`config.mk`:
```
export PLATFORM = sky130hd
export DESIGN_NAME = gom_top
export DESIGN_NICKNAME = d
export VERILOG_FILES = /design/src/rtl/gom_pkg.sv /design/src/rtl/gom_status_if.sv /design/src/rtl/gom_pin_mux.sv /design/src/rtl/gom_top.sv
export SDC_FILE = /design/constraint.sdc
export NUM_CORES = 1
export LEC_CHECK = 0
export BUFFER_PORTS_ARGS = -buffer_cell sky130_fd_sc_hd__buf_2
export CORE_ASPECT_RATIO = 2
export CORE_MARGIN = 2
export CORE_UTILIZATION = 35
export CTS_CLUSTER_DIAMETER = 60
export DETAILED_ROUTE_END_ITERATION = 6
export GPL_ROUTABILITY_DRIVEN = 0
export PLACE_DENSITY = 0.61
export SLEW_MARGIN = 20
export SYNTH_ARGS = -nofsm -noshare
export SYNTH_HDL_FRONTEND = slang
export SYNTH_SLANG_ARGS = --single-unit
export TNS_END_PERCENT = 10
```
`constraint.sdc`:
```
create_clock -name i_ref_clk -period 2.4 [get_ports i_ref_clk]
set_input_delay 0.24 -clock i_ref_clk [delete_from_list [all_inputs] [get_ports i_ref_clk]]
set_output_delay 0.24 -clock i_ref_clk [all_outputs]
set_load 0.02 [all_outputs]
```
`src/rtl/gom_pkg.sv`:
```
// constants for the two-pin output source multiplexer
// Overview of operation
// - source field picks rx port 0-3, device status, or tx port 0/1; 101 reserved
// - rx source: select 000-011 outputs that port's remote gpio 0-3
// - rx source: select 100 outputs lock, 101 outputs pass of that port
// - rx source: select 110 outputs frame valid, 111 line valid
// - device status: select 000 outputs the pin's own held value bit
// - device status: select 001 outputs OR of lock over enabled rx ports
// - device status: 010 AND of lock, 011 AND of pass over enabled ports
// - device status: 100 outputs camera sync signal; 101-111 reserved
// - tx source: 000 AND, 001 OR of pass over rx ports assigned to it
// - tx source: 010 frame being sent, 011 line being sent
// - tx source: 100 multi-port synchronized, 101 port interrupt; 110-111 reserved
// - held value bit 1 gives the level when register value is selected
// - enable bit 0 turns driver off at 0, on at 1; all fields reset 0
// - pin 1 and pin 2 control registers at 0x11 and 0x12, read-write
// - registers reached through the serial control bus register map
package gom_pkg;
  localparam logic [7:0] PIN1_CTL_ADDR = 8'h11;
  localparam logic [7:0] PIN2_CTL_ADDR = 8'h12;
  localparam logic [7:0] CTL_RESET     = 8'h00;
  localparam int SEL_MSB = 7;
  localparam int SEL_LSB = 5;
  localparam int SRC_MSB = 4;
  localparam int SRC_LSB = 2;
  localparam int VAL_BIT = 1;
  localparam int EN_BIT  = 0;
  localparam int NUM_RX  = 4;
  localparam int NUM_TX  = 2;
  localparam int SYNC_W  = 32;
  localparam logic [2:0] SRC_RX0 = 3'h0;
  localparam logic [2:0] SRC_RX3 = 3'h3;
  localparam logic [2:0] SRC_DEV = 3'h4;
  localparam logic [2:0] SRC_TX0 = 3'h6;
  localparam logic [2:0] SRC_TX1 = 3'h7;
  localparam logic [2:0] RX_LOCK = 3'h4;
  localparam logic [2:0] RX_PASS = 3'h5;
  localparam logic [2:0] RX_FV   = 3'h6;
  localparam logic [2:0] RX_LV   = 3'h7;
  localparam logic [2:0] DEV_VAL      = 3'h0;
  localparam logic [2:0] DEV_LOCK_OR  = 3'h1;
  localparam logic [2:0] DEV_LOCK_AND = 3'h2;
  localparam logic [2:0] DEV_PASS_AND = 3'h3;
  localparam logic [2:0] DEV_CAM_SYNC = 3'h4;
  localparam logic [2:0] TX_PASS_AND = 3'h0;
  localparam logic [2:0] TX_PASS_OR  = 3'h1;
  localparam logic [2:0] TX_FV       = 3'h2;
  localparam logic [2:0] TX_LV       = 3'h3;
  localparam logic [2:0] TX_SYNCED   = 3'h4;
  localparam logic [2:0] TX_IRQ      = 3'h5;
endpackage

```
`src/rtl/gom_status_if.sv`:
```
// status bundle shared by the register block and the per-pin selectors
`timescale 1ns/100ps
`default_nettype none
interface gom_status_if;
  logic [3:0][3:0] rx_gpio;
  logic [3:0]      rx_lock;
  logic [3:0]      rx_pass;
  logic [3:0]      rx_fv;
  logic [3:0]      rx_lv;
  logic            lock_or;
  logic            lock_and;
  logic            pass_and;
  logic            cam_sync;
  logic [1:0]      tx_pass_and;
  logic [1:0]      tx_pass_or;
  logic [1:0]      tx_fv;
  logic [1:0]      tx_lv;
  logic [1:0]      tx_synced;
  logic [1:0]      tx_irq;
  modport producer (
    output rx_gpio, rx_lock, rx_pass, rx_fv, rx_lv, lock_or, lock_and,
    output pass_and, cam_sync, tx_pass_and, tx_pass_or, tx_fv, tx_lv,
    output tx_synced, tx_irq
  );
  modport consumer (
    input rx_gpio, rx_lock, rx_pass, rx_fv, rx_lv, lock_or, lock_and,
    input pass_and, cam_sync, tx_pass_and, tx_pass_or, tx_fv, tx_lv,
    input tx_synced, tx_irq
  );
endinterface
`default_nettype wire

```
`src/rtl/gom_pin_mux.sv`:
```
// per-pin output source and signal selector
`timescale 1ns/100ps
`default_nettype none
module gom_pin_mux (
  // control byte of this pin
  input  wire logic [7:0]  i_ctl,
  // status from the hub
  gom_status_if.consumer   st,
  // selected level and driver enable
  output logic             o_level,
  output logic             o_drive
);
  logic [2:0] src;
  logic [2:0] sel;
  logic [1:0] rx_idx;
  logic       tx_idx;

  assign src    = i_ctl[gom_pkg::SRC_MSB:gom_pkg::SRC_LSB];
  assign sel    = i_ctl[gom_pkg::SEL_MSB:gom_pkg::SEL_LSB];
  assign rx_idx = src[1:0];
  assign tx_idx = src[0];
  assign o_drive = i_ctl[gom_pkg::EN_BIT];

  always_comb
  begin
    o_level = 1'b0;
    if (src <= gom_pkg::SRC_RX3)
    begin
      case (sel)
        gom_pkg::RX_LOCK: o_level = st.rx_lock[rx_idx];
        gom_pkg::RX_PASS: o_level = st.rx_pass[rx_idx];
        gom_pkg::RX_FV:   o_level = st.rx_fv[rx_idx];
        gom_pkg::RX_LV:   o_level = st.rx_lv[rx_idx];
        default:          o_level = st.rx_gpio[rx_idx][sel[1:0]];
      endcase
    end
    else if (src == gom_pkg::SRC_DEV)
    begin
      case (sel)
        gom_pkg::DEV_VAL:      o_level = i_ctl[gom_pkg::VAL_BIT];
        gom_pkg::DEV_LOCK_OR:  o_level = st.lock_or;
        gom_pkg::DEV_LOCK_AND: o_level = st.lock_and;
        gom_pkg::DEV_PASS_AND: o_level = st.pass_and;
        gom_pkg::DEV_CAM_SYNC: o_level = st.cam_sync;
        default:               o_level = 1'b0;
      endcase
    end
    else if (src == gom_pkg::SRC_TX0 || src == gom_pkg::SRC_TX1)
    begin
      case (sel)
        gom_pkg::TX_PASS_AND: o_level = st.tx_pass_and[tx_idx];
        gom_pkg::TX_PASS_OR:  o_level = st.tx_pass_or[tx_idx];
        gom_pkg::TX_FV:       o_level = st.tx_fv[tx_idx];
        gom_pkg::TX_LV:       o_level = st.tx_lv[tx_idx];
        gom_pkg::TX_SYNCED:   o_level = st.tx_synced[tx_idx];
        gom_pkg::TX_IRQ:      o_level = st.tx_irq[tx_idx];
        default:              o_level = 1'b0;
      endcase
    end
  end
endmodule
`default_nettype wire

```
`src/rtl/gom_top.sv`:
```
// two-pin output source multiplexer with its control registers
`timescale 1ns/100ps
`default_nettype none
module gom_top (
  // clock and reset
  input  wire logic        i_ref_clk,
  input  wire logic        i_reset,
  // register map access from the serial control bus
  input  wire logic        i_reg_wr,
  input  wire logic        i_reg_rd,
  input  wire logic [7:0]  i_reg_addr,
  input  wire logic [7:0]  i_reg_wdata,
  output logic [7:0]       o_reg_rdata,
  output logic             o_reg_ack,
  // receive port status, from the link clock domains
  input  wire logic [15:0] i_rx_gpio,
  input  wire logic [3:0]  i_rx_lock,
  input  wire logic [3:0]  i_rx_pass,
  input  wire logic [3:0]  i_rx_fv,
  input  wire logic [3:0]  i_rx_lv,
  // core clock status
  input  wire logic [3:0]  i_rx_port_en,
  input  wire logic [3:0]  i_tx0_rx_map,
  input  wire logic [3:0]  i_tx1_rx_map,
  input  wire logic        i_camera_sync_signal,
  input  wire logic [1:0]  i_tx_frame,
  input  wire logic [1:0]  i_tx_line,
  input  wire logic [1:0]  i_tx_synced,
  input  wire logic [1:0]  i_tx_irq,
  // pin drivers
  output logic             o_pin1_out,
  output logic             o_pin1_oe,
  output logic             o_pin2_out,
  output logic             o_pin2_oe
);
  logic [7:0] pin1_output_control_q;
  logic [7:0] pin2_output_control_q;
  logic [gom_pkg::SYNC_W-1:0] meta_q;
  logic [gom_pkg::SYNC_W-1:0] sync_q;
  logic [gom_pkg::SYNC_W-1:0] raw_in;
  logic [15:0] gpio_s;
  logic [3:0]  lock_s;
  logic [3:0]  pass_s;
  logic [3:0]  fv_s;
  logic [3:0]  lv_s;
  logic [3:0]  lock_en;
  logic [3:0]  pass_en;
  logic        any_en;
  logic [3:0]  tx0_pass_and;
  logic [3:0]  tx1_pass_and;
  logic        pin1_level;
  logic        pin1_drive;
  logic        pin2_level;
  logic        pin2_drive;
  logic        hit1;
  logic        hit2;
  logic [7:0]  rdata_d;

  gom_status_if u_status ();

  // link-side signals pass two flops before any use
  assign raw_in = {i_rx_lv, i_rx_fv, i_rx_pass, i_rx_lock, i_rx_gpio};

  always_ff @(posedge i_ref_clk)
  begin
    if (i_reset)
    begin
      meta_q <= '0;
      sync_q <= '0;
    end
    else
    begin
      meta_q <= raw_in;
      sync_q <= meta_q;
    end
  end

  assign gpio_s = sync_q[15:0];
  assign lock_s = sync_q[19:16];
  assign pass_s = sync_q[23:20];
  assign fv_s   = sync_q[27:24];
  assign lv_s   = sync_q[31:28];

  // disabled ports count as lock or pass for the and terms only
  assign lock_en = lock_s | ~i_rx_port_en;
  assign pass_en = pass_s | ~i_rx_port_en;
  // with no port enabled the and terms read low, not vacuously high
  assign any_en  = |i_rx_port_en;
  assign tx0_pass_and = pass_s | ~i_tx0_rx_map;
  assign tx1_pass_and = pass_s | ~i_tx1_rx_map;

  assign u_status.rx_gpio = gpio_s;
  assign u_status.rx_lock = lock_s;
  assign u_status.rx_pass = pass_s;
  assign u_status.rx_fv   = fv_s;
  assign u_status.rx_lv   = lv_s;
  assign u_status.lock_or  = |(lock_s & i_rx_port_en);
  assign u_status.lock_and = any_en & (&lock_en);
  assign u_status.pass_and = any_en & (&pass_en);
  assign u_status.cam_sync = i_camera_sync_signal;
  assign u_status.tx_pass_and[0] = (|i_tx0_rx_map) & (&tx0_pass_and);
  assign u_status.tx_pass_and[1] = (|i_tx1_rx_map) & (&tx1_pass_and);
  assign u_status.tx_pass_or[0]  = |(pass_s & i_tx0_rx_map);
  assign u_status.tx_pass_or[1]  = |(pass_s & i_tx1_rx_map);
  assign u_status.tx_fv     = i_tx_frame;
  assign u_status.tx_lv     = i_tx_line;
  assign u_status.tx_synced = i_tx_synced;
  assign u_status.tx_irq    = i_tx_irq;

  // register decode
  assign hit1 = (i_reg_addr == gom_pkg::PIN1_CTL_ADDR);
  assign hit2 = (i_reg_addr == gom_pkg::PIN2_CTL_ADDR);

  always_ff @(posedge i_ref_clk)
  begin
    if (i_reset)
    begin
      pin1_output_control_q <= gom_pkg::CTL_RESET;
    end
    else if (i_reg_wr && hit1)
    begin
      pin1_output_control_q <= i_reg_wdata;
    end
  end

  always_ff @(posedge i_ref_clk)
  begin
    if (i_reset)
    begin
      pin2_output_control_q <= gom_pkg::CTL_RESET;
    end
    else if (i_reg_wr && hit2)
    begin
      pin2_output_control_q <= i_reg_wdata;
    end
  end

  // unmapped addresses read as zero
  always_comb
  begin
    rdata_d = 8'h00;
    if (hit1)
    begin
      rdata_d = pin1_output_control_q;
    end
    else if (hit2)
    begin
      rdata_d = pin2_output_control_q;
    end
  end

  always_ff @(posedge i_ref_clk)
  begin
    if (i_reset)
    begin
      o_reg_rdata <= 8'h00;
    end
    else if (i_reg_rd)
    begin
      o_reg_rdata <= rdata_d;
    end
  end

  always_ff @(posedge i_ref_clk)
  begin
    if (i_reset)
    begin
      o_reg_ack <= 1'b0;
    end
    else
    begin
      o_reg_ack <= i_reg_wr | i_reg_rd;
    end
  end

  gom_pin_mux u_pin1 (
    .i_ctl   (pin1_output_control_q),
    .st      (u_status.consumer),
    .o_level (pin1_level),
    .o_drive (pin1_drive)
  );

  gom_pin_mux u_pin2 (
    .i_ctl   (pin2_output_control_q),
    .st      (u_status.consumer),
    .o_level (pin2_level),
    .o_drive (pin2_drive)
  );

  // registered pins avoid glitches while the select changes
  always_ff @(posedge i_ref_clk)
  begin
    if (i_reset)
    begin
      o_pin1_out <= 1'b0;
      o_pin1_oe  <= 1'b0;
    end
    else
    begin
      o_pin1_out <= pin1_level;
      o_pin1_oe  <= pin1_drive;
    end
  end

  always_ff @(posedge i_ref_clk)
  begin
    if (i_reset)
    begin
      o_pin2_out <= 1'b0;
      o_pin2_oe  <= 1'b0;
    end
    else
    begin
      o_pin2_out <= pin2_level;
      o_pin2_oe  <= pin2_drive;
    end
  end
endmodule
`default_nettype wire

```
==> results of run 1 <==
## critical path: stages (launching register included)
cell	delay, ns
dfxtp_1	0.60
buf_4	0.30
mux4_2	0.53
mux2i_1	0.15
a21oi_1	0.09
nor3_1	0.18
o32ai_1	0.11
## cells in the final DEF (no fill, tap or decap), types with 2 or more instances in the layout
| cell type | n |
|---|---|
| nand2b_1 | 2 |
| clkbuf_16 | 9 |
| buf_4 | 11 |
| a311oi_1 | 2 |
| nor2_1 | 13 |
| nor2b_1 | 75 |
| a211oi_1 | 7 |
| nand2_1 | 28 |
| inv_1 | 7 |
| buf_2 | 85 |
| a22oi_1 | 11 |
| mux2_1 | 2 |
| a22o_1 | 3 |
| a21oi_1 | 20 |
| a22oi_2 | 2 |
| nor4b_1 | 2 |
| o32ai_1 | 2 |
| dfxtp_1 | 93 |
| and2b_1 | 3 |
| nor3_1 | 3 |
| mux4_2 | 15 |
| o21ai_0 | 4 |
| bufinv_16 | 2 |
| a2111oi_2 | 2 |
| nand3_1 | 24 |
| mux4_1 | 2 |
| mux2i_1 | 12 |
| nand3b_1 | 2 |
| nor4_1 | 6 |
| a211oi_2 | 3 |
| nor3b_2 | 2 |
| o2111ai_1 | 3 |
## layout make-up
cell class	count	area share
sequential	93	0.3818
tap	142	0.03644
inverter	7	0.005389
clock inverter	6	0.01925
clock buffer	10	0.04901
multi-input combinational	263	0.4039
timing repair buffer	96	0.1042
## sequential cells by signal, summed over array words and instances (netlist names)
| register | flops |
|---|---|
| meta_q | 32 |
| o_pin1_oe | 1 |
| o_pin2_out | 1 |
| sync_q | 32 |
| pin1_output_control_q | 8 |
| o_pin1_out | 1 |
| o_reg_rdata | 8 |
| pin2_output_control_q | 8 |
| o_reg_ack | 1 |
| o_pin2_oe | 1 |
## power by group
part | leakage, nW | internal [mW] | switching, mW
sequential | 0.765 | 1.60 | 0.0239
clock | 0.165 | 0.952 | 0.595
combinational | 0.883 | 0.118 | 0.111
## through the flow
step	total power [mW]	cells	hold WS [ns]
global route	3.523	617	0.1010
detailed placement	1.893	601	0.4218
finish	3.401	617	0.1084
global placement	1.886	601	0.4179
floorplan	1.786	393	0.3682
CTS	3.439	617	0.1005
## worst min-delay path by stage
stage,to,slack (ns),cells past startpoint
after floorplan,meta_q[0]$_SDFF_PP0_,0.37,1
after global placement,sync_q[22]$_SDFF_PP0_,0.42,1
after detailed placement,sync_q[24]$_SDFF_PP0_,0.42,1
after CTS,meta_q[24]$_SDFF_PP0_,0.10,2
after global routing,meta_q[30]$_SDFF_PP0_,0.10,2
final,meta_q[26]$_SDFF_PP0_,0.11,2
## metal layers
metal | up-vias | routed length, um | GRT usage
met4 | 0 | 415 | 0.1034
li1 | 1553 | - | -
met1 | 1496 | 3333 | 0.1505
met3 | 29 | 304 | 0.02552
met2 | 91 | 5166 | 0.2905
met5 | - | 0 | 0
## cell families after synthesis
logic type | after synthesis | synth area share
AND/OR/NAND/NOR | 164 | 0.2294
AO/OA/AOI/OAI | 67 | 0.1257
multiplexers | 32 | 0.1369
flip-flops | 93 | 0.4651
buffers and inverters | 37 | 0.04283
==> flow_summary.json, run 1 <==
{
  "cts_resized": 0,
  "critPathMaxFanout": 10,
  "setup_viol": 0,
  "syn_inst": 393,
  "ir_worst_vdd_mv": 0.4005,
  "finClkSkew_ns": 0.003623,
  "post-route-util": 0.4347,
  "power_leakage_nw": 1.813,
  "wl_per_cell_um": 14.94,
  "yosysSeqAreaShare": 0.4651,
  "pre_cts_ws_ns": 0.3181,
  "startpoint": "pin2_output_control_q[2]$_SDFFE_PP0P_",
  "finalCritPeriodShare": 0.8689,
  "cts_made_buffers": 9,
  "regArea_um2": 1862,
  "synth_seq_cells": 93,
  "drt.antenna.violating_nets": 0,
  "drv_slew": 0,
  "rr_startpoint": "pin2_output_control_q[2]$_SDFFE_PP0P_",
  "layout-drive-gt1-share": 0.2926,
  "synth_top_cell_area_share": 0.4651,
  "synthTopCellsByCount": "93 x dfxtp_1, 75 x nor2b_1, 28 x nand2_1, 24 x nand3_1, 20 x a21oi_1",
  "cts-root-buf": "clkbuf_16",
  "tritoncts": "built",
  "final_nets": 543,
  "p_per_area_nw_per_um2": 697.6,
  "grt_antenna_before_repair": 0,
  "placed_area_um2": 4543,
  "ff2ff_setup_slack_ns": 0.31,
  "area_growth_pct": 21.82,
  "setup_tns_ns": 0,
  "fin_crit_ns": 2.085,
  "path_clk_slew_ns": 0.06,
  "routed_wl_um": 9220,
  "tightestPinTransition_ns": 0.6352,
  "syn_nets": 466,
  "dieHeight_um": 155.2,
  "syn_area_um2": 4003,
  "ys_async_sr_fraction": 0,
  "synth_most_common_cell": "dfxtp_1",
  "hold_path.class": "input pin to flop",
  "die_width_um": 79.62,
  "synth_edf_count": 0,
  "clockBufferDepth": 2,
  "holdCritStartpoint": "i_rx_fv[2]",
  "grt_pass1_wl_um": 14960,
  "rr_endpoint": "o_pin2_out$_SDFF_PP0_",
  "cts_setup_buffers": 0,
  "critPathKind": "flop to flop",
  "rows": 55,
  "design_area_um2": 4876,
  "yosys.area.top_type": "dfxtp_1",
  "cp.required_ns": 2.61,
  "finalHoldViolations": 0,
  "dr_total_vias": 3169,
  "synth.area.top_cells": "dfxtp_1 47%, nor2b_1 12%, mux4_2 8.4%",
  "max_slew_margin": 0.5760,
  "cp-start-kind": "flop",
  "n_fill_cell": 1105,
  "r2r_cells": 6,
  "status": "finished, final reports clean",
  "first_global_vias": 3263,
  "synth.avg_cell_area_um2": 10.18,
  "ioPinCount": 86,
  "grt_start_max_net_pins": 47,
  "drtPass1Iterations": 4,
  "multi_input_area_um2": 1969,
  "port_buffers": 85,
  "cp.arrival_ns": 2.30,
  "finalWorstSetupSlack_ns": 0.3146,
  "cts_hold_buf": 0,
  "crit_end": "o_pin2_out$_SDFF_PP0_",
  "yosys_warnings": 0,
  "htreeDepth": 3,
  "endpoint_kind": "flop",
  "rsz0062_at_grt": "no",
  "groute.usage.overall": 0.1556,
  "hpwl_um": 6974,
  "die_area_um2": 12360,
  "netlist-cell-type-count": 47,
  "via_per_inst": 5.136,
  "clock.fmax_mhz": 479.5,
  "diodes": 0,
  "fp.coreArea_um2": 11220,
  "start_util": 0.3568,
  "drtIter0Drc": 176,
  "cts_num_sinks": 93,
  "clk_latency_ns": 0.33,
  "grt_overflow": 0,
  "drc_errors": 0,
  "drv_cap": 0,
  "ys.flop_type": "dfxtp_1"
}
Note: power is estimated with default switching activity, not from simulation.
==> inputs of run 2 (changes only) <==
- MAX_ROUTING_LAYER: not set -> met4
==> run 2 against run 1 <==
Net effect: cell area is the same; die area unchanged; worst setup slack worse by 0.014 ns; maximum frequency shrank 0.69%; critical endpoint unchanged; combinational power about the same; clock power about the same; clock skew up 0.00082 ns; core utilization did not move; sequential power barely moved; critical path depth is the same; sequential share of layout area is the same; worst hold slack worse by 0.0015 ns.
==> flow_summary.json, run 2 (synthesized netlist as in run 1, its figures left out) <==
{
  "tightestPinTransition_ns": 0.6471,
  "max_slew_margin": 0.5680,
  "drtPass1Iterations": 6,
  "wl_per_cell_um": 14.97,
  "setup_viol": 0,
  "holdWs_ns": 0.1069,
  "p_per_area_nw_per_um2": 698.0,
  "cts_made_buffers": 9,
  "die_area_um2": 12360,
  "port_buffers": 85,
  "routed_wl_um": 9239,
  "mostFrequentLayoutCells": "93 x dfxtp_1, 85 x buf_2, 75 x nor2b_1",
  "cp-start-kind": "flop",
  "via_per_inst": 5.128,
  "crit_end": "o_pin2_out$_SDFF_PP0_",
  "rows": 55,
  "clockBufferDepth": 2,
  "clk_latency_ns": 0.34,
  "grt_overflow": 0,
  "fin_crit_ns": 2.100,
  "ff2ff_setup_slack_ns": 0.30,
  "pre_cts_ws_ns": 0.3181,
  "cp_slowest_cell": "dfxtp_1",
  "r2r_cells": 6,
  "busiest_layer": "met2",
  "finClkSkew_ns": 0.004438,
  "top_regs": "meta_q: 32 flops, sync_q: 32 flops",
  "crit_family": "multiplexers",
  "cts_num_sinks": 93,
  "rr_endpoint": "o_pin2_out$_SDFF_PP0_",
  "cts_resized": 0,
  "cp.depth": 6,
  "first_global_vias": 3266,
  "dr_total_vias": 3164,
  "clock.fmax_mhz": 476.2,
  "cts_hold_buf": 0,
  "drtIter0Drc": 171,
  "hpwl_um": 6974,
  "area_growth_pct": 21.82,
  "start_util": 0.3568,
  "cp.required_ns": 2.61,
  "tritoncts": "built",
  "setup_tns_ns": 0,
  "total_power_mw": 3.404,
  "cp.arrival_ns": 2.31,
  "n_fill_cell": 1105,
  "gr-usage-met3": 0.02378,
  "diodes": 0,
  "startpoint": "pin2_output_control_q[2]$_SDFFE_PP0P_",
  "grt_start_max_net_pins": 47,
  "cp_num_buf_inv": 1,
  "drc_errors": 0,
  "drv_cap": 0,
  "cpPeakStageDelay_ns": 0.62,
  "critPathMaxFanout": 10,
  "ioPinCount": 86,
  "layout-drive-gt1-share": 0.2926,
  "path_clk_slew_ns": 0.07,
  "drt.antenna.violating_nets": 0,
  "cp_cell_sequence": "buf_4 -> mux4_2 -> mux2i_1 -> a21oi_1 -> nor3_1 -> o32ai_1",
  "rr_startpoint": "pin2_output_control_q[2]$_SDFFE_PP0P_",
  "status": "finished, final reports clean",
  "grtUsageMet2": 0.2897,
  "critPathKind": "flop to flop",
  "rsz0062_at_grt": "no",
  "cts_setup_buffers": 0,
  "finalCritPeriodShare": 0.8749,
  "power_leakage_nw": 1.813,
  "fp.coreArea_um2": 11220,
  "post-route-util": 0.4347,
  "worstHoldPathCells": 2,
  "hold_path.class": "input pin to flop",
  "die_width_um": 79.62,
  "finalWorstSetupSlack_ns": 0.3002,
  "cts-root-buf": "clkbuf_16",
  "layout_commonest_cell": "dfxtp_1",
  "grt_util_met1": 0.1508,
  "dieHeight_um": 155.2,
  "htreeDepth": 3,
  "grt_pass1_wl_um": 14940,
  "grt_antenna_before_repair": 0,
  "groute.usage.overall": 0.1598,
  "final_nets": 543,
  "ir_worst_vdd_mv": 0.4000,
  "endpoint_kind": "flop",
  "finalHoldViolations": 0,
  "drv_slew": 0
}
run 2: cell counts in the layout (fill, tap and decap cells not counted):
Identical to the previous run, type by type.
run 2: final cells by class:
cell class / instances / area [um2] / share of cell area
Tap cell: 142 / 177.7 / 0.03644
Sequential cell: 93 / 1862 / 0.3818
Inverter: 7 / 26.28 / 0.005389
Timing Repair Buffer: 96 / 508.0 / 0.1042
Clock inverter: 6 / 93.84 / 0.01925
Clock buffer: 10 / 239.0 / 0.04901
Multi-Input combinational cell: 263 / 1969 / 0.4039
run 2: metal layers:
metal	wire length (um)	share of wire	vias up
met4	411	0.044	0
met5	0	0	-
li1	-	-	1551
met2	5229	0.57	83
met3	272	0.029	34
met1	3326	0.36	1496
run 2: worst min-delay path by stage:
stage                                     start               endpoint  slack (ns)
after global placement    meta_q[22]$_SDFF_PP0_  sync_q[22]$_SDFF_PP0_        0.42
after floorplan                    i_rx_gpio[0]   meta_q[0]$_SDFF_PP0_        0.37
final                              i_rx_gpio[3]   meta_q[3]$_SDFF_PP0_        0.11
after CTS                            i_rx_fv[0]  meta_q[24]$_SDFF_PP0_        0.10
after detailed placement  meta_q[24]$_SDFF_PP0_  sync_q[24]$_SDFF_PP0_        0.42
after global routing                 i_rx_lv[2]  meta_q[30]$_SDFF_PP0_        0.10
run 2: worst reg2reg max path, delay by kind of cell (launching register included):
kind / cells / cell delay [ns]
DFF: 1 / 0.62
AOI/OAI and AO/OA: 2 / 0.20
muxes: 2 / 0.68
and+or+nand+nor: 1 / 0.18
buffers and inverters: 1 / 0.31
run 2: stage by stage:
stage | instance area [um2] | cells
finish | 4876 | 617
global route | 4876 | 617
CTS | 4876 | 617
detailed placement | 4543 | 601
global placement | 4543 | 601
floorplan | 4003 | 393
run 2: power breakdown:
group,internal [mW],switching [mW],leakage [nW]
Clock,0.952,0.597,0.165
Combinational,0.118,0.111,0.883
Sequential,1.60,0.0239,0.765
Total,2.67,0.732,1.81
